**config.mk**
```make
export PLATFORM = sky130hd
export DESIGN_NAME = scss_switch
export DESIGN_NICKNAME = d
export VERILOG_FILES = /design/src/include/scss_pkg.sv /design/src/hw/scss_switch.sv
export SDC_FILE = /design/constraint.sdc
export NUM_CORES = 1
export LEC_CHECK = 0
export ABC_AREA = 1
export BUFFER_PORTS_ARGS = -buffer_cell sky130_fd_sc_hd__buf_2
export CAP_MARGIN = 10
export CORE_UTILIZATION = 46
export DETAILED_ROUTE_END_ITERATION = 16
export GPL_TIMING_DRIVEN = 0
export PLACE_DENSITY = 0.78
export SYNTH_ARGS = -nofsm -noshare
export SYNTH_HDL_FRONTEND = slang
export SYNTH_SLANG_ARGS = --single-unit
```
**constraint.sdc**
```tcl
create_clock -name ref_clk -period 1.85 [get_ports ref_clk]
set_input_delay 0.185 -clock ref_clk [delete_from_list [all_inputs] [get_ports ref_clk]]
set_output_delay 0.185 -clock ref_clk [all_outputs]
set_load 0.005 [all_outputs]
```
**src/include/scss_pkg.sv**
```systemverilog
// package: constants for the system clock source switch
package scss_pkg;
  localparam logic [11:0] CSC_OFFSET        = 12'h000;
  localparam logic [11:0] CFG_OFFSET        = 12'h004;
  localparam logic [11:0] STAT_OFFSET       = 12'h008;
  localparam logic [11:0] SLEEP_OFFSET      = 12'h00C;
  localparam int          SELECT_BIT        = 0;
  localparam int          AUXEN_BIT         = 0;
  localparam int          SWEN_N_BIT        = 1;
  localparam logic [7:0]  CSC_RESET         = 8'h00;
  localparam logic [1:0]  CFG_RESET         = 2'h2;
  localparam logic [2:0]  MODE_RESET        = 3'h1;
  localparam int          SYNC_EDGES        = 8;
  localparam int          OSC_START_CYCLES  = 1024;
  localparam int          CLK_MHZ           = 250;
  localparam int          PLL_LOCK_US       = 2000;
  localparam int          PLL_LOCK_CYCLES   = PLL_LOCK_US * CLK_MHZ;
  localparam int          PLL_MULT          = 4;
  localparam int          PIN_DIV           = 4;

  typedef enum logic [2:0]
  {
    LOW_POWER_CRYSTAL_MODE     = 3'b000,
    STANDARD_CRYSTAL_MODE      = 3'b001,
    HIGH_SPEED_CRYSTAL_MODE    = 3'b010,
    CRYSTAL_PLL_MODE           = 3'b011,
    RESISTOR_CAPACITOR_MODE    = 3'b100,
    RESISTOR_CAPACITOR_IO_MODE = 3'b101,
    EXTERNAL_CLOCK_MODE        = 3'b110,
    EXTERNAL_CLOCK_IO_MODE     = 3'b111
  } scss_mode_e;

  typedef enum logic [2:0]
  {
    RUN_PRIMARY = 3'b000,
    TO_AUX      = 3'b001,
    RUN_AUX     = 3'b010,
    START_WAIT  = 3'b011,
    PLL_WAIT    = 3'b100,
    TO_PRIMARY  = 3'b101,
    SLEEPING    = 3'b110
  } scss_state_e;
endpackage

```
**src/hw/scss_switch.sv**
```systemverilog
// system clock source switch with apb control register
// Operation
// - RC mode: second oscillator pin outputs oscillator frequency divided by four.
// - RC with I/O: second oscillator pin becomes general purpose I/O.
// - external-clock modes: clock on first pin, feedback off, no start-up wait.
// - external-clock mode: second pin outputs oscillator frequency divided by four.
// - external-clock with I/O: second pin becomes general purpose I/O.
// - crystal-with-PLL mode multiplies crystal frequency by four.
// - PLL enabled only in crystal-PLL mode; otherwise clock from first pin.
// - execution held until the PLL lock timer expires; held only after a switch back or wake in crystal-PLL mode, not after reset.
// - switching allowed only when active-low switch enable is zero.
// - select bit zero picks primary oscillator, one picks auxiliary.
// - select bit cleared on arst_n reset only; a wake reset does not clear it.
// - select writes ignored and bit forced clear if aux or switch disabled.
// - control register bits seven to one read as zero.
// - count eight rising target-clock edges before using a new source.
// - freeze at next first-quarter phase, resume after eight aux cycles.
// - crystal modes: start-up wait plus eight primary cycles on switch back.
// - PLL mode: start-up wait plus PLL lock timeout on switch back.
// - RC and external modes: only eight primary cycles on switch back.
// - sleep stops all clocks and oscillator, core held at first quarter; the core freezes at once on sleep, with no wait for a first-quarter edge.
// - sleep left on external reset, watchdog reset or interrupt.
// - eight primary modes selected by a three-bit configuration field.
// - oscillator start-up wait lasts 1024 first-pin clock cycles.
`timescale 1ns/1ps
module scss_switch
  import scss_pkg::*;
#(
  parameter int PLL_LOCK_COUNT = scss_pkg::PLL_LOCK_CYCLES
)
(
  input  wire logic        ref_clk,
  input  wire logic        arst_n,
  input  wire logic        psel,
  input  wire logic        penable,
  input  wire logic        pwrite,
  input  wire logic [11:0] paddr,
  input  wire logic [31:0] pwdata,
  output logic      [31:0] prdata,
  output logic             pready,
  output logic             pslverr,
  input  wire logic [2:0]  oscModeConfig,
  input  wire logic        firstOscPin,
  input  wire logic        auxOscPin,
  input  wire logic        pllClk,
  input  wire logic        ioPinOut,
  input  wire logic        ioPinOe,
  input  wire logic        sleepRequest,
  input  wire logic        wakeReset,
  input  wire logic        wakeWatchdog,
  input  wire logic        wakeInterrupt,
  input  wire logic        firstQuarterPhase,
  output logic             secondOscPinOut,
  output logic             secondOscPinOe,
  output logic             feedbackEnable,
  output logic             oscEnable,
  output logic             pllEnable,
  output logic             sysClkFromPll,
  output logic             sysClkFromAux,
  output logic             coreFreeze
);
  import scss_pkg::*;

  logic [7:0]  cscReg;
  logic [1:0]  cfgReg;
  logic [2:0]  modeReg;
  scss_state_e state_reg;
  scss_state_e state_next;
  logic [1:0]  oscSync_reg;
  logic [1:0]  auxSync_reg;
  logic [1:0]  pllSync_reg;
  logic [1:0]  fqSync_reg;
  logic        oscPrev_reg;
  logic        auxPrev_reg;
  logic        fqPrev_reg;
  logic [19:0] cnt_reg;
  logic [1:0]  div_reg;
  logic        divOut_reg;
  logic        freezeArm_reg;
  logic        oscRise;
  logic        auxRise;
  logic        fqRise;
  logic        wake;
  logic        wrAccess;
  logic        sel;
  logic        auxEnable;
  logic        swEnableN;
  scss_mode_e  mode;

  function automatic logic isCrystal(input scss_mode_e m);
    return m inside {LOW_POWER_CRYSTAL_MODE, STANDARD_CRYSTAL_MODE,
                     HIGH_SPEED_CRYSTAL_MODE, CRYSTAL_PLL_MODE};
  endfunction

  assign mode      = scss_mode_e'(modeReg);
  assign sel       = cscReg[SELECT_BIT];
  assign auxEnable = cfgReg[AUXEN_BIT];
  assign swEnableN = cfgReg[SWEN_N_BIT];
  assign wrAccess  = psel & penable & pwrite;
  assign wake      = wakeReset | wakeWatchdog | wakeInterrupt;

  // two-flop synchronisers on pin-side clocks, one per pin
  // edge detectors read only the second flop
  always_ff @(posedge ref_clk or negedge arst_n)
  begin
    if (!arst_n)
    begin
      oscSync_reg <= 2'h0;
      oscPrev_reg <= 1'b0;
    end
    else
    begin
      oscSync_reg <= {oscSync_reg[0], firstOscPin};
      oscPrev_reg <= oscSync_reg[1];
    end
  end

  always_ff @(posedge ref_clk or negedge arst_n)
  begin
    if (!arst_n)
    begin
      auxSync_reg <= 2'h0;
      auxPrev_reg <= 1'b0;
    end
    else
    begin
      auxSync_reg <= {auxSync_reg[0], auxOscPin};
      auxPrev_reg <= auxSync_reg[1];
    end
  end

  always_ff @(posedge ref_clk or negedge arst_n)
  begin
    if (!arst_n)
    begin
      fqSync_reg <= 2'h0;
      fqPrev_reg <= 1'b0;
    end
    else
    begin
      fqSync_reg <= {fqSync_reg[0], firstQuarterPhase};
      fqPrev_reg <= fqSync_reg[1];
    end
  end

  // pll output level, kept for observation only
  always_ff @(posedge ref_clk or negedge arst_n)
  begin
    if (!arst_n)
      pllSync_reg <= 2'h0;
    else
      pllSync_reg <= {pllSync_reg[0], pllClk};
  end

  assign oscRise = oscSync_reg[1] & ~oscPrev_reg;
  assign auxRise = auxSync_reg[1] & ~auxPrev_reg;
  assign fqRise  = fqSync_reg[1] & ~fqPrev_reg;

  // mode field written through the configuration register, reset to standard crystal mode
  always_ff @(posedge ref_clk or negedge arst_n)
  begin
    if (!arst_n)
      modeReg <= MODE_RESET;
    else if (wrAccess && paddr == CFG_OFFSET)
      modeReg <= pwdata[4:2];
  end

  always_ff @(posedge ref_clk or negedge arst_n)
  begin
    if (!arst_n)
      cfgReg <= CFG_RESET;
    else if (wrAccess && paddr == CFG_OFFSET)
      cfgReg <= pwdata[1:0];
  end

  // select bit: forced clear every cycle while aux or switch disabled
  always_ff @(posedge ref_clk or negedge arst_n)
  begin
    if (!arst_n)
      cscReg <= CSC_RESET;
    else if (auxEnable == 1'b0 || swEnableN == 1'b1)
      cscReg <= CSC_RESET;
    else if (wrAccess && paddr == CSC_OFFSET)
      cscReg <= {7'h00, pwdata[SELECT_BIT]};
  end

  // source switch sequencer
  always_comb
  begin
    state_next = state_reg;
    unique case (state_reg)
      RUN_PRIMARY:
        if (sleepRequest)
          state_next = SLEEPING;
        else if (sel && freezeArm_reg)
          state_next = TO_AUX;
      // eight aux rises counted once, here only
      TO_AUX:
        if (cnt_reg == 20'(SYNC_EDGES))
          state_next = RUN_AUX;
      RUN_AUX:
        if (sleepRequest)
          state_next = SLEEPING;
        else if (!sel)
          state_next = isCrystal(mode) ? START_WAIT : TO_PRIMARY;
      START_WAIT:
        if (cnt_reg == 20'(OSC_START_CYCLES))
          state_next = (mode == CRYSTAL_PLL_MODE) ? PLL_WAIT : TO_PRIMARY;
      PLL_WAIT:
        if (cnt_reg == 20'(PLL_LOCK_COUNT))
          state_next = TO_PRIMARY;
      TO_PRIMARY:
        if (cnt_reg == 20'(SYNC_EDGES))
          state_next = sel ? TO_AUX : RUN_PRIMARY;
      SLEEPING:
        if (wake)
          state_next = isCrystal(mode) ? START_WAIT : TO_PRIMARY;
      default:
        state_next = RUN_PRIMARY;
    endcase
  end

  always_ff @(posedge ref_clk or negedge arst_n)
  begin
    if (!arst_n)
      state_reg <= RUN_PRIMARY;
    else
      state_reg <= state_next;
  end

  // freeze arms on next first-quarter edge after select set
  always_ff @(posedge ref_clk or negedge arst_n)
  begin
    if (!arst_n)
      freezeArm_reg <= 1'b0;
    else if (state_reg != RUN_PRIMARY || !sel)
      freezeArm_reg <= 1'b0;
    else if (fqRise)
      freezeArm_reg <= 1'b1;
  end

  // edge / cycle counter, cleared on each state change
  always_ff @(posedge ref_clk or negedge arst_n)
  begin
    if (!arst_n)
      cnt_reg <= 20'h00000;
    else if (state_next != state_reg)
      cnt_reg <= 20'h00000;
    else
      unique case (state_reg)
        TO_AUX:      cnt_reg <= auxRise ? cnt_reg + 20'h00001 : cnt_reg;
        START_WAIT,
        TO_PRIMARY:  cnt_reg <= oscRise ? cnt_reg + 20'h00001 : cnt_reg;
        PLL_WAIT:    cnt_reg <= cnt_reg + 20'h00001;
        default:     cnt_reg <= cnt_reg;
      endcase
  end

  // divide-by-four of oscillator for second pin
  always_ff @(posedge ref_clk or negedge arst_n)
  begin
    if (!arst_n)
    begin
      div_reg    <= 2'h0;
      divOut_reg <= 1'b0;
    end
    else if (state_reg == SLEEPING)
    begin
      div_reg    <= 2'h0;
      divOut_reg <= 1'b0;
    end
    else if (oscRise)
    begin
      div_reg    <= div_reg + 2'h1;
      divOut_reg <= (div_reg + 2'h1) >= 2'(PIN_DIV / 2);
    end
  end

  // second pin: divided clock, general I/O or crystal feedback
  always_comb
  begin
    unique case (mode)
      RESISTOR_CAPACITOR_MODE,
      EXTERNAL_CLOCK_MODE:
      begin
        secondOscPinOut = divOut_reg;
        secondOscPinOe  = 1'b1;
      end
      RESISTOR_CAPACITOR_IO_MODE,
      EXTERNAL_CLOCK_IO_MODE:
      begin
        secondOscPinOut = ioPinOut;
        secondOscPinOe  = ioPinOe;
      end
      default:
      begin
        secondOscPinOut = 1'b0;
        secondOscPinOe  = 1'b0;
      end
    endcase
  end

  // clock routing and core freeze from sequencer state
  // core stays frozen through every wait state
  always_comb
  begin
    oscEnable      = 1'b1;
    feedbackEnable = isCrystal(mode);
    pllEnable      = mode == CRYSTAL_PLL_MODE;
    sysClkFromAux  = 1'b0;
    coreFreeze     = 1'b1;
    unique case (state_reg)
      RUN_PRIMARY:
        coreFreeze = freezeArm_reg;
      RUN_AUX:
      begin
        sysClkFromAux = 1'b1;
        coreFreeze    = 1'b0;
      end
      SLEEPING:
      begin
        oscEnable      = 1'b0;
        feedbackEnable = 1'b0;
        pllEnable      = 1'b0;
      end
      default:
        coreFreeze = 1'b1;
    endcase
    // pll clock feeds the core whenever the pll is enabled and the aux clock is not routed, including during TO_AUX
    sysClkFromPll = pllEnable && !sysClkFromAux;
  end

  // apb slave: zero-wait, unmapped reads zero with error
  assign pready = 1'b1;

  always_comb
  begin
    pslverr = psel & penable & !(paddr inside {CSC_OFFSET, CFG_OFFSET, STAT_OFFSET, SLEEP_OFFSET});
    unique case (paddr)
      CSC_OFFSET:  prdata = {24'h000000, cscReg};
      CFG_OFFSET:  prdata = {27'h0000000, modeReg, cfgReg};
      STAT_OFFSET: prdata = {28'h0000000, coreFreeze, state_reg};
      default:     prdata = 32'h00000000;
    endcase
  end
endmodule

```
**Yosys cells after proc, flatten, opt, wreduce, memory -nomap -nowiden**

Cells that the tools add are included.

- Bits in registers: 49
- Output and inout port bits: 42
- Input port bits: 62
- Logic and storage cells: 107

- Reduce and logical (&&, ||, !) cells: 23
- Bitwise gates (word level): 12
- Order comparisons: 1
- Equal/unequal tests: 22
- $add $sub $neg: 2
- Muxes and demuxes: 33

Operator list:

| kind | number |
|---|---|
| two-way mux 20 bit | 3 |
| case mux 20 bit (3 select lines) | 1 |
| two-way mux 3 bit | 10 |
| == test 12 x 4 -> 1 bit, second input constant | 2 |
| case mux 8 bit (3 select lines) | 1 |
| == test 3 bit, second input constant | 7 |
| case mux 3 bit (7 select lines) | 1 |
| adder 20 x 1 -> 20 bit, second input constant | 1 |
| == test 20 x 11 -> 1 bit, second input constant | 1 |
| == test 20 x 19 -> 1 bit, second input constant | 1 |
| == test 20 x 4 -> 1 bit, second input constant | 1 |
| two-way mux 8 bit | 2 |
| == test 12 x 3 -> 1 bit, second input constant | 1 |
| == test 3 x 2 -> 1 bit, second input constant | 4 |
| zero test 12 bit | 1 |
| nonzero test 4 bit | 3 |
| two-way mux 1 bit | 10 |
| AND 1 bit | 6 |
| == test 3 x 1 -> 1 bit, second input constant | 2 |
| zero test 3 bit | 2 |
| inequality test 3 bit, second input constant | 2 |
| case mux 1 bit (2 select lines) | 3 |
| nonzero test 2 bit | 3 |
| OR reduction 2 bit | 3 |
| 11 further kinds | 22 |

**Logic depth before layout (Yosys ltp)**

Gate-level depths: netlist of the first run.

- Depth in word-level cells: 9
- Depth in mapped cells: 16
- Depth with buffers taken out: 15

**Least setup slack after synthesis of the first run**

No wires, ideal clock.

- Path kind: register to register
- From: reg cnt_reg[0]
- To: reg cnt_reg[0]
- Path slack: 0.020 ns
- Arrival time: 1.706 ns
- Cell stages (with the launch flop): 17
- Clock period less this slack: 1.830 ns
- Data required time: 1.726 ns
- Path buffers: 1
- Library setup time: 0.124 ns
- Path through: dfrtp_1 > inv_1 > ha_1 > nand2_1 > nor2_1 > nand2_1 > nor2_2 > nand2_1 > nand2_2 > nand2_2 > nor2_4 > nand2_2 > nand2_1 > nand2_2 > nand2_4 > buf_12 > nor2_4

- Longest elaborated chain between the ends: 6
- Elaborated cells on any way between the ends: 18
- Classes of those cells: add/sub: 1; eq/ne: 6; mux: 9; reduce/logical: 2

RTL lines:

| what | line | RTL |
|---|---|---|
| start: declaration | scss_switch.sv:76 | `logic [19:0] cnt_reg;` |
| start signal: assignment | scss_switch.sv:251 | `TO_AUX: cnt_reg <= auxRise ? cnt_reg + 20'h00001 : cnt_reg;` |
| start signal: assignment | scss_switch.sv:253 | `TO_PRIMARY: cnt_reg <= oscRise ? cnt_reg + 20'h00001 : cnt_reg;` |
| start signal: assignment | scss_switch.sv:254 | `PLL_WAIT: cnt_reg <= cnt_reg + 20'h00001;` |
| == test 20 x 4 -> 1 bit, or another cell as far along | scss_switch.sv:199, scss_switch.sv:213 |  |
| two-way mux 3 bit, on equally long branches | -- |  |
| case mux 3 bit (7 select lines) (*) | scss_switch.sv:191 | `unique case (state_reg)` |
| net state_next[0] | scss_switch.sv:68 | `scss_state_e state_next;` |
| inequality test 3 bit (*) | scss_switch.sv:247 | `else if (state_next != state_reg)` |
| inequality test 3 bit (no line) / nonzero test 4 bit (equally long branches) | -- |  |
| AND reduction 3 bit (no line) | -- |  |

The timed path passes the listed nets; every way through them passes the cells marked *. The select of a mux whose other input is x is not followed.
A chain may end at the register's enable or synchronous reset.

**Final worst setup path of the first run**

- From: reg cnt_reg[1]
- To: reg cnt_reg[7]

The elaborated chain is that of the path after synthesis.

==> results of run 1 <==
how the worst max path moves through the flow:
stage               slack [ns]              startpoint                      to
CTS                      -0.24  cnt_reg[0]$_DFFE_PN0P_  cnt_reg[7]$_DFFE_PN0P_
detailed placement       -0.23  cnt_reg[0]$_DFFE_PN0P_  cnt_reg[9]$_DFFE_PN0P_
global route             -0.30  cnt_reg[1]$_DFFE_PN0P_  cnt_reg[0]$_DFFE_PN0P_
floorplan                 0.02  cnt_reg[0]$_DFFE_PN0P_  cnt_reg[0]$_DFFE_PN0P_
finish                   -0.21  cnt_reg[1]$_DFFE_PN0P_  cnt_reg[7]$_DFFE_PN0P_
global placement         -0.15  cnt_reg[0]$_DFFE_PN0P_  cnt_reg[4]$_DFFE_PN0P_
area by class of cell:
| cell class | count | area (sq um) |
|---|---|---|
| Sequential cell | 41 | 1030 |
| Timing Repair Buffer | 69 | 448 |
| Tap cell | 75 | 93.8 |
| Inverter | 61 | 229 |
| Clock buffer | 5 | 68.8 |
| Buffer | 32 | 248 |
| Clock inverter | 3 | 28.8 |
| Fill cell | 544 | 2320 |
| Multi-Input combinational cell | 286 | 1570 |
timing repair:
| action | CTS | global route |
|---|---|---|
| pin swaps | 12 | 11 |
| setup endpoints to repair | 19 | 25 |
| resized for setup | 9 | 16 |
| hold buffers | 3 | 0 |
| gates cloned | 1 | 0 |
| hold endpoints to repair | 3 | 0 |
| setup buffers | 16 | 7 |
critical path: stages (launching register included):
cell	delay [ns]
dfrtp_1	0.39
inv_1	0.06
ha_2	0.18
nand2_1	0.05
inv_1	0.07
nand2_1	0.09
nor2_4	0.14
nand3_2	0.11
nand2_1	0.12
nand2_2	0.09
nor2_4	0.11
nand2_2	0.08
nand2_2	0.07
nand2_2	0.07
nand2_4	0.13
buf_12	0.16
nor2_4	0.03
per-layer routing:
layer | vias up | part of all wire (%)
met4 | 0 | 2.8
met5 | - | 0
met3 | 23 | 6.1
met1 | 1249 | 42
li1 | 1383 | -
met2 | 116 | 49
cells by family after synthesis:
group	synth area share, %
AO/OA/AOI/OAI	4.69
multiplexers	0.725
buffers and inverters	16.9
other	0.256
AND/OR/NAND/NOR	37.9
flip-flops	35.0
adder cells (fa/ha/maj)	0.852
XOR/XNOR	3.58
placed cells by master, fill, tap and decap left out, types with 2 or more instances in the layout:
cell type,netlist,routed
buf_2,0,44
inv_1,53,53
xor2_1,12,12
dlygate4sd3_1,0,3
nor3_2,4,5
o21ai_0,13,13
nand2_1,77,71
clkbuf_8,0,5
inv_6,0,2
nor2_1,52,44
nand2_2,6,12
nand4_1,15,15
dfstp_2,2,2
buf_6,2,4
nand3_1,30,28
a21oi_1,7,7
nand3_2,5,7
buf_12,1,2
buf_4,30,48
nor3_1,4,3
conb_1,2,28
dfrtp_1,39,39
nor2_4,15,16
nor2_2,4,11
inv_2,8,8
power by group:
part	switching (mW)	internal [mW]	total (mW)
registers	0.0315	0.968	0.999
clock network	0.367	0.285	0.651
logic	1.31	1.01	2.31
per-stage QoR:
| stage | worst slack [ns] | setup TNS, ns | hold slack [ns] |
|---|---|---|---|
| finish | -0.209 | -3.54 | -0.000949 |
| global route | -0.296 | -5.59 | 0.0835 |
| CTS | -0.242 | -3.38 | 0.0267 |
| detailed placement | -0.235 | -2.67 | 0.294 |
| global placement | -0.154 | -1.51 | 0.292 |
| floorplan | 0.0203 | 0 | -0.111 |
==> impl.org, run 1 <==
** Status
- Status :: finished with violations
- The checks that failed: hold timing, setup timing.

** Worst setup path
- Critical path data required time :: 2.05 ns
- Measured in cells, the most critical reg-to-reg path has a length of 16.
- Crit path launch type :: flip-flop
- Of all nets on the critical path, the largest fanout is 5.
- Across all register-to-register paths, the minimum setup slack is -0.21 ns.
- CP Data Arrival Time :: 2.26 ns
- Worst reg2reg startpoint :: cnt_reg[1]$_DFFE_PN0P_
- Worst Setup Path Type :: reg2reg
- Reg-to-reg critical path endpoint :: cnt_reg[7]$_DFFE_PN0P_
- Setup crit end kind :: flip-flop

** Cells and area
- Number of nets in the finished design :: 560
- Fraction of final layout cells with drive strength greater than 1 :: 34.6%
- Summed area of non-filler cells in the final layout :: 3710 sq um
- Utilization after layout :: 61.6%
- Antenna diode instance count :: 0
- The finished layout holds 572 standard cells, fillers aside.
- Max reg flops :: 20
- From synthesis to final layout, the design area changed by 26.4%.

** Job
- Number of violations of the max-capacitance limit :: 0

** Clock network
- Post-CTS clock slew at the launch and capture registers of the worst setup and hold paths :: 0.09 ns
- Clk sink count :: 41
- The tree is rooted in a clkbuf_8.
- No sink is reached through more buffers than the 2 on the longest clock path.
- Htree depth :: 2
- TritonCTS built the clock tree.
- For the worst-skew pair, the clock arrives at the later sink with an insertion delay of 0.31 ns.
- Number of buffers created by CTS :: 5

** Synthesis
- dfrtp_1 takes more of the synthesized area than any other cell.
- Flip-flop and latch count after synthesis :: 41
- EDFF count, synth :: 0
- Gate count of the mapped netlist :: 395
- The most common cell in the synthesized netlist is nand2_1.
- Sequential fraction of the synthesis area :: 35.0%
- Counting instances in the post-synthesis netlist gives the leading cell types as nand2_1 (77), inv_1 (53), nor2_1 (52).
- Asr flop ratio synth :: 100%
- Most frequently used flop master after synthesis :: dfrtp_1
- The synthesized netlist occupies a cell area of 2940 sq um.
- After synthesis, the netlist uses 34 different library cells.
- Biggest area contributors in the synthesized netlist :: dfrtp_1 (33%), nand2_1 (9.8%), buf_4 (7.7%), inv_1 (6.8%), nor2_1 (6.6%)
- Post-synthesis average cell area :: 7.43 sq um
- The synthesized design devotes to its leading area cell type 33.2% of total area.
- Count of synthesis-stage warnings from yosys :: 0

** Pwr
- Tot Pwr :: 3.96 mW
- Dividing total power by cell area gives a power density of 1070 nW/um^2.
- Static Leakage :: 1.90 nW
- The worst-case IR drop observed on VDD is 0.657 mV.

** Floorplan
- Initial Util :: 48.7%
- Area inside the core boundary :: 6030 sq um
- For this design the top-level I/O count stands at 104.
- Vertical extent of the die :: 81.9 microns
- Die Span X :: 81.9 microns
- Std cell rows :: 28
- Die footprint :: 6700 sq um

** Place
- Buffers placed on the I/O ports in this run total 44.
- Summing all placed instances gives a cell area of 3350 sq um.
- Including well taps, the total number of placed cells is 540.
- Routability-driven placement finished with a final weighted congestion of 0.881.
- After legalization and detailed placement, the total HPWL measured 4730 microns.

** GRT
- After global routing, the most crowded layer is met2.
- Summed over all layers, the global routing overflow is 0.
- Largest net degree at the start of global routing :: 42
- In the global route stage, overall resource usage came out at 21.1%.
- The first global-routing pass estimated 10900 microns of wire.
- The number of antenna violations at the first check in global routing was 0.
- In the global route stage, met2 resource usage came out at 36.4%.
- Global Route met3 Usage :: 3.67%
- Vias in the first global route :: 2507
- Global routing used 26.0% of the available met1 tracks.

** Detailed routing
- Number of violations reported at the end of detailed-routing iteration 0 :: 208
- Mean routed wirelength per cell :: 11.6 microns
- The count of nets left with antenna violations once routing finished came out at 0.
- DR vias/cell :: 4.84
- Pre-antenna DRT Iters :: 4
- Routed via count :: 2771
- WL final :: 6630 microns
- After detailed routing, the number of remaining DRC violations is 0.

** STA
- In the finished design, the share of the clock period the worst path needs comes to 111%.
- Unrepaired setup endpoints after global routing :: true
- The worst path in the final design needs a cycle of 2.06 ns, including I/O delays and setup.
- The number of endpoints with negative hold slack in the final report is 2.
- Setup-violating endpoint count in the final report :: 21
- Worst slew margin relative to its limit :: 39.1%
- Crit path setup slack, layout :: -0.209 ns
- The final number of max-transition violations is 0.
- Based on the critical path, the design can be clocked at up to 0.486 GHz.
- Hold timing on the final database bottoms out at a slack of -0.000949 ns.
- Between clock sinks in the finished design, the worst skew comes to 0.00610 ns.
- For the pin with the worst max-slew slack, the measured transition is 0.914 ns.

** Hold path
- Worst min path class :: in2async
Note: power is estimated with default switching activity, not from simulation.
==> inputs of run 2 (changes only) <==
--- a/config.mk
+++ b/config.mk
@@ -11,6 +11,7 @@
 export CORE_UTILIZATION = 46
 export DETAILED_ROUTE_END_ITERATION = 16
 export GPL_TIMING_DRIVEN = 0
+export MAX_ROUTING_LAYER = met4
 export PLACE_DENSITY = 0.78
 export SYNTH_ARGS = -nofsm -noshare
 export SYNTH_HDL_FRONTEND = slang
==> constraint.sdc (replaced) <==
create_clock -name ref_clk -period 1.7 [get_ports ref_clk]
set_input_delay 0.17 -clock ref_clk [delete_from_list [all_inputs] [get_ports ref_clk]]
set_output_delay 0.17 -clock ref_clk [all_outputs]
set_load 0.005 [all_outputs]
==> run 2 against run 1 <==
The flow still finishes with violations (hold timing, setup timing); register-to-register slack lost 0.12 ns; utilization grew 0.52 points; power grew 11%; maximum frequency grew 1.5%; clock power grew 49%; first-iteration DRC count grew 7.7%; sequential cell count is the same; cell count shrank 1.2%; critical endpoint is now cnt_reg[4]$_DFFE_PN0P_; largest power group unchanged; highest routed layer unchanged.
==> impl.org, run 2 (synthesis gave the netlist of run 1 again) <==
** Worst setup path
- Maximum fanout along the worst path :: 5 (unchanged)
- Tracing the worst setup path back leads to its startpoint at cnt_reg[1]$_DFFE_PN0P_.
- The critical path required time is 1.89 ns (-0.16 ns).
- STA classifies the critical path startpoint as a flip-flop.
- The worst endpoint data arrival time is 2.22 ns (-0.04 ns).
- Worst reg2reg startpoint :: cnt_reg[1]$_DFFE_PN0P_
- The worst setup path is captured at a flip-flop.
- The worst setup path is of the reg2reg kind.

** Clock network
- The clock latency reported for the late side of the worst-skew pair was 0.30 ns (about the same).
- CTS Buffer Depth :: 2 (unchanged)
- Root cell of the clock tree :: clkbuf_8
- The clock transition at the registers of the reported paths came to 0.09 ns (about the same).
- TritonCTS clock tree :: built
- The depth of the CTS H-tree was 2 (unchanged).
- The number of buffers added by the clock tree synthesis step was 5 (unchanged).
- The total clock sinks was 41 (unchanged).

** Detailed routing
- The final antenna-violating net count came to 0 (unchanged).
- The total DRC errors in the routed layout was 0 (unchanged).
- The number of violations reported at the end of detailed-routing iteration 0 was 224 (+7.7%).
- DR vias/cell :: 4.78 (-1.4%)
- The first-pass detailed-route iteration total is 4 (unchanged).
- WL final :: 6650 microns (+0.33%)
- Mean routed wirelength per cell :: 11.8 microns (+1.6%)
- The total via count in the routed design came to 2698 (-2.6%).

** Cells and area
- The area of all placed cells without fillers came to 3740 sq um (+0.84%).
- The library cell used most frequently in the layout, excluding fill and tap cells, is nand2_1.
- Highest-count cells in the layout ignoring fill and taps :: nand2_1 (71), inv_1 (51), nor2_1 (44), buf_2 (44), buf_4 (40)
- Fraction of final layout cells with drive strength greater than 1 :: 34.7% (+0.086 points)
- The number of nets in the layout is 553 (-1.3%).
- Final non-filler cell total :: 565 (-1.2%)
- Antenna diode instance count :: 0 (unchanged)
- Utilization after layout :: 62.1% (+0.52 points)
- Max reg flops :: 20 (unchanged)
- Relative to the synthesized area, the layout overhead comes to 27.5%.

** GRT
- The number of antenna violations at the first check in global routing is 0 (unchanged).
- GR Overflow Total :: 0 (unchanged)
- The wire length of the first global-routing pass is 10900 microns (+0.45%).
- The overall routing resource usage came to 21.6% (+0.54 points).
- The number of global-route vias before repair is 2480 (-1.1%).
- The maximum number of pins on one net before global-route repair came to 42 (unchanged).

** Floorplan
- Top-Level Pins :: 104 (unchanged)
- Vertical extent of the die :: 81.9 microns (unchanged)
- Initial Util :: 48.7% (unchanged)
- The core region area came to 6030 sq um (unchanged).
- The total number of placement rows was 28 (unchanged).
- Die footprint :: 6700 sq um (unchanged)
- Die Span X :: 81.9 microns (unchanged)

** STA
- Clock period minus worst slack :: 2.03 ns (-0.0311 ns)
- The final worst-path setup slack came to -0.328 ns (-0.119 ns).
- The slew at the pin with the worst max-slew slack came to 0.905 ns (-0.00858 ns).
- Worst slew margin relative to its limit :: 39.7% (+0.57 points)
- The highest clock rate was 0.493 GHz (+1.5%).
- Final Max Slew Viols :: 0 (unchanged)
- Setup-violating endpoint count in the final report :: 21 (unchanged)
- Unrepaired setup endpoints after global routing :: true
- Fin. Hold Viols :: 18 (+16)
- Final period utilization :: 119% (+8.0 points)
- Setup TNS after final layout :: -5.79 ns (-2.26 ns)
- Worst hold margin :: -0.0134 ns (-0.0125 ns)
- The final clock skew came to 0.00876 ns (+0.00265 ns).

** Pwr
- The largest voltage drop on the vdd net was 0.754 mV (+15%).
- Pwr/cell area :: 1170 nW/um^2 (+9.8%)
- The standby leakage power is 1.90 nW (+0.26%).
- The total power was 4.39 mW (+11%).

** Hold path
- The path class of the tightest hold or removal check is in2async.

** Job
- The total of max-cap violations came to 0 (unchanged).

** Place
- HPWL Detailed :: 4680 microns (-1.0%)
- The worst setup slack after placement came to -0.349 ns (-0.114 ns).
- The placer congestion estimate came to 0.884 (+0.31%).
- Post-Place Cells :: 540 (unchanged)
- The cell area reported after detailed placement was 3350 sq um (unchanged).
- Number of port buffers :: 44 (unchanged)

** Status
- Violations in the final reports :: hold timing, setup timing
- The flow ran to the end, but the final reports show violations.
==> run 2: final timing paths <==
kind,to,slack (ns),depth (start not counted)
max,cnt_reg[4]$_DFFE_PN0P_,-0.33,16
max reg2reg,cnt_reg[4]$_DFFE_PN0P_,-0.33,16
min reg2reg,auxSync_reg[1]$_DFF_PN0_,0.35,0
min in group ref_clk,cfgReg[1]$_DFFE_PN1P_,0.09,3
min,cnt_reg[19]$_DFFE_PN0P_,-0.01,1
max in group asynchronous,auxPrev_reg$_DFF_PN0_,1.14,1
==> run 2: repair_timing <==
item,4_1_cts,5_1_grt
hold endpoints to repair,3,0
gates cloned,1,0
setup buffers,9,6
pin swaps,2,20
hold buffers,3,0
endpoints found under the setup margin,23,26
gates resized for setup,14,22
==> run 2: where the power goes <==
| group | total (mW) | switching (mW) | internal, mW |
|---|---|---|---|
| clock | 0.972 | 0.380 | 0.591 |
| combinational | 2.33 | 1.36 | 0.969 |
| sequential | 1.09 | 0.0345 | 1.05 |
==> run 2: layer usage <==
layer | part of all wire (%) | up-vias | track usage, %
li1 | - | 1364 | -
met1 | 42 | 1247 | 26.8
met2 | 51 | 77 | 36.3
met3 | 5.5 | 10 | 3.11
met4 | 1.3 | 0 | 6.67
met5 | 0 | - | -
==> run 2: final cells by class <==
class                           instances  area (sq um)
Sequential cell                        41          1030
Multi-Input combinational cell        286          1600
Buffer                                 32           255
Clock buffer                            5          68.8
Tap cell                               75          93.8
Inverter                               61           231
Fill cell                             534          2280
Timing Repair Buffer                   62           392
Clock inverter                          3          68.8
==> run 2: critical path, stage by stage (launching register included) <==
cell	delay, ns
dfrtp_1	0.39
inv_1	0.06
ha_2	0.18
nand2_1	0.05
nor2_1	0.11
nand2_1	0.07
nor2_2	0.13
nand2_1	0.09
nand2_2	0.13
nand2_2	0.08
nor2_4	0.13
nand2_2	0.07
nand2_2	0.06
nand2_2	0.07
nand2_4	0.11
buf_12	0.15
nor2_4	0.04
==> inputs of run 3 (changes only) <==
--- a/config.mk
+++ b/config.mk
@@ -13,6 +13,7 @@
 export GPL_TIMING_DRIVEN = 0
 export MAX_ROUTING_LAYER = met4
 export PLACE_DENSITY = 0.78
+export SETUP_SLACK_MARGIN = 0.05
 export SYNTH_ARGS = -nofsm -noshare
 export SYNTH_HDL_FRONTEND = slang
 export SYNTH_SLANG_ARGS = --single-unit
==> run 3 against run 2 <==
Critical path type unchanged; die area unchanged; critical endpoint is now cnt_reg[6]$_DFFE_PN0P_; register-to-register slack got worse by 0.095 ns; the run still ends with hold timing, setup timing left; utilization increased by 1.9 points; worst hold slack got worse by 0.00079 ns; clock skew increased by 0.0036 ns; maximum frequency decreased by 4.5%.
==> impl.org, run 3 (synthesis gave the netlist of run 1 again) <==
** Detailed routing
- WL final :: 6970 microns (+4.8%)
- Remaining design rule violation count :: 0 (unchanged)
- The total via count in the routed design was 2803 (+3.9%).
- Mean routed wirelength per cell :: 12.2 microns (+3.3%)
- The number of violations reported at the end of detailed-routing iteration 0 was 211 (-5.8%).
- The first-pass detailed-route iteration total was 5 (+1).
- Post-route antenna net violation count :: 0 (unchanged)
- The mean number of vias per cell was 4.89 (+2.4%).

** Cells and area
- Max reg flops :: 20 (unchanged)
- Fraction of final layout cells with drive strength greater than 1 :: 37.8% (+3.1 points)
- Most common library cell in the layout ignoring fill and taps :: nand2_1
- Antenna diode instance count :: 0 (unchanged)
- The library cells used most frequently in the layout, excluding fill and tap cells, are nand2_1 (69), inv_1 (48), buf_4 (46), nor2_1 (43), buf_2 (41).
- The number of nets in the layout is 561 (+1.4%).
- Filler Cells Inserted :: 525 (-1.7%)
- The non-filler instance count after layout was 573 (+1.4%).
- Synth-to-layout area growth :: 31.3%

** Worst setup path
- STA classifies the critical path startpoint as a flip-flop.
- In this run the critical register-to-register path is captured at cnt_reg[6]$_DFFE_PN0P_.
- Worst Setup Path Type :: reg2reg
- The worst endpoint data arrival time was 2.36 ns (+0.14 ns).
- The largest fanout on the critical path was 5 (unchanged).
- Max stage delay on crit path :: 0.40 ns (about the same)
- Among cell families on the critical path, the largest total delay comes from simple AND/OR/NAND/NOR gates.
- Critical-path cell with the highest stage delay :: dfrtp_1
- The worst reg-to-reg setup slack was -0.42 ns (-0.10 ns).
- The cell depth of the worst flop-to-flop path was 17 (+1).
- Cell Chain, Critical Path :: inv_2, ha_4, nand2_2, nor2_2, nand2_1, nor2_2, buf_6, nand4_1, nand2_1, inv_1, nand2_2, nand2_2, nand2_2, nand2_4, buf_12, buf_16, nor2_4
- The critical path required time came to 1.93 ns (+0.04 ns).
- Crit path buf inv count :: 5 (+3)
- Setup crit end kind :: flip-flop
- Cell with the most instances on the worst path :: nand2_2
- The worst register-to-register path begins at cnt_reg[0]$_DFFE_PN0P_.

** Place
- Number of port buffers :: 44 (unchanged)
- Post-Place Cells :: 540 (unchanged)
- Final weighted congestion of routability-driven global placement :: 0.919 (+4.0%)
- The HPWL after detailed placement is 4750 microns (+1.5%).

** Pwr
- Peak supply drop :: 0.656 mV (-13%)
- Pwr/cell area :: 1170 nW/um^2 (-0.27%)
- Static Leakage :: 1.95 nW (+2.6%)

** Floorplan
- Std cell rows :: 28 (unchanged)
- Initial Util :: 48.7% (unchanged)
- Die Span X :: 81.9 microns (unchanged)
- The die boundary height is 81.9 microns (unchanged).
- The core region area is 6030 sq um (unchanged).
- Top-Level Pins :: 104 (unchanged)
- Die footprint :: 6700 sq um (unchanged)

** GRT
- The global-route congestion overflow total was 0 (unchanged).
- Vias in the first global route :: 2660 (+7.3%)
- The overall routing resource usage was 22.4% (+0.77 points).
- The maximum number of pins on one net before global-route repair is 42 (unchanged).
- The wire length of the first global-routing pass is 11400 microns (+4.2%).
- The number of antenna violations at the first check in global routing is 0 (unchanged).

** STA
- Final Max Slew Viols :: 0 (unchanged)
- Setup TNS after final layout :: -7.11 ns (-1.31 ns)
- Clock period minus worst slack :: 2.12 ns (+0.0953 ns)
- Setup repair after global routing could not meet its margin everywhere.
- The final clock skew is 0.0124 ns (+0.00360 ns).
- Fin. Hold Viols :: 20 (+2)
- The worst slack on hold paths is -0.0142 ns (-0.000789 ns).
- The headroom to the max-slew limit came to 39.8% (+0.14 points).
- Setup-violating endpoint count in the final report :: 21 (unchanged)
- Crit path setup slack, layout :: -0.423 ns (-0.0953 ns)
- The highest clock rate came to 0.471 GHz (-4.5%).
- The post-route clock period utilization came to 125% (+5.6 points).
- Worst Tran Pin Value :: 0.903 ns (-0.00210 ns)

** Clock network
- Worst-Skew Late Latency :: 0.31 ns (about the same)
- The number of buffers added by the clock tree synthesis step is 5 (unchanged).
- Post-CTS clock slew at the launch and capture registers of the worst setup and hold paths :: 0.09 ns (about the same)
- Root cell of the clock tree :: clkbuf_8
- TritonCTS clock tree :: built
- CTS Buffer Depth :: 2 (unchanged)
- Clk sink count :: 41 (unchanged)
- The depth of the CTS H-tree came to 2 (unchanged).

** Job
- Number of violations of the max-capacitance limit :: 0 (unchanged)

** Status
- Violations in the final reports :: hold timing, setup timing
- The flow ran to the end, but the final reports show violations.

** Hold path
- The worst hold path belongs to the class in2async.
-- run 3: where the power goes --
part | switching, mW | total (mW) | internal [mW]
Combinational | 1.50 | 2.76 | 1.26
Sequential | 0.0399 | 1.09 | 1.05
Clock | 0.362 | 0.652 | 0.289
-- run 3: worst max-delay path by stage --
| stage | slack (ns) | end | depth (start not counted) | from |
|---|---|---|---|---|
| final | -0.42 | cnt_reg[6]$_DFFE_PN0P_ | 17 | cnt_reg[0]$_DFFE_PN0P_ |
| after global routing | -0.52 | cnt_reg[0]$_DFFE_PN0P_ | 17 | cnt_reg[0]$_DFFE_PN0P_ |
| after CTS | -0.30 | cnt_reg[4]$_DFFE_PN0P_ | 17 | cnt_reg[1]$_DFFE_PN0P_ |
| after detailed placement | -0.36 | cnt_reg[4]$_DFFE_PN0P_ | 16 | cnt_reg[0]$_DFFE_PN0P_ |
| after global placement | -0.31 | cnt_reg[4]$_DFFE_PN0P_ | 16 | cnt_reg[0]$_DFFE_PN0P_ |
| after floorplan | -0.13 | cnt_reg[0]$_DFFE_PN0P_ | 16 | cnt_reg[0]$_DFFE_PN0P_ |
-- run 3: routing by layer --
| metal | up-vias | routed length (microns) | track usage, % |
|---|---|---|---|
| met2 | 95 | 3570 | 38.2 |
| met1 | 1294 | 2890 | 26.9 |
| met5 | - | 0 | - |
| met4 | 0 | 167 | 6.67 |
| met3 | 18 | 344 | 4.00 |
| li1 | 1396 | - | - |
-- run 3: what timing repair did --
action | in CTS | in global routing
resized for setup | 28 | 27
hold buffers | 3 | 0
cloned | 2 | 0
setup buffers | 15 | 6
pin swaps | 14 | 15
setup endpoints to repair | 25 | 27
endpoints found under the hold margin | 3 | 0
-- run 3: through the flow --
step | cell area, sq um | util, % | total power [mW] | worst slack [ns]
after global placement | 3350 | 55.5 | 2.83 | -0.306
final | 3850 | 64.0 | 4.51 | -0.423
after detailed placement | 3350 | 55.5 | 2.89 | -0.360
after floorplan | 3030 | - | 2.53 | -0.130
after CTS | 3720 | 61.8 | 4.28 | -0.300
after global routing | 3850 | 64.0 | 4.74 | -0.523
-- run 3: layout make-up --
cell class              count  area, sq um  share of cell area (%)
clock buffers               6         72.6                    1.88
repair buffers             69          483                    12.5
flip-flops and latches     41         1030                    26.7
well taps                  75         93.8                    2.44
multi-input cells         286         1640                    42.6
plain buffers              33          275                    7.14
inverters                  61          241                    6.27
clock inverters             2         15.0                   0.390
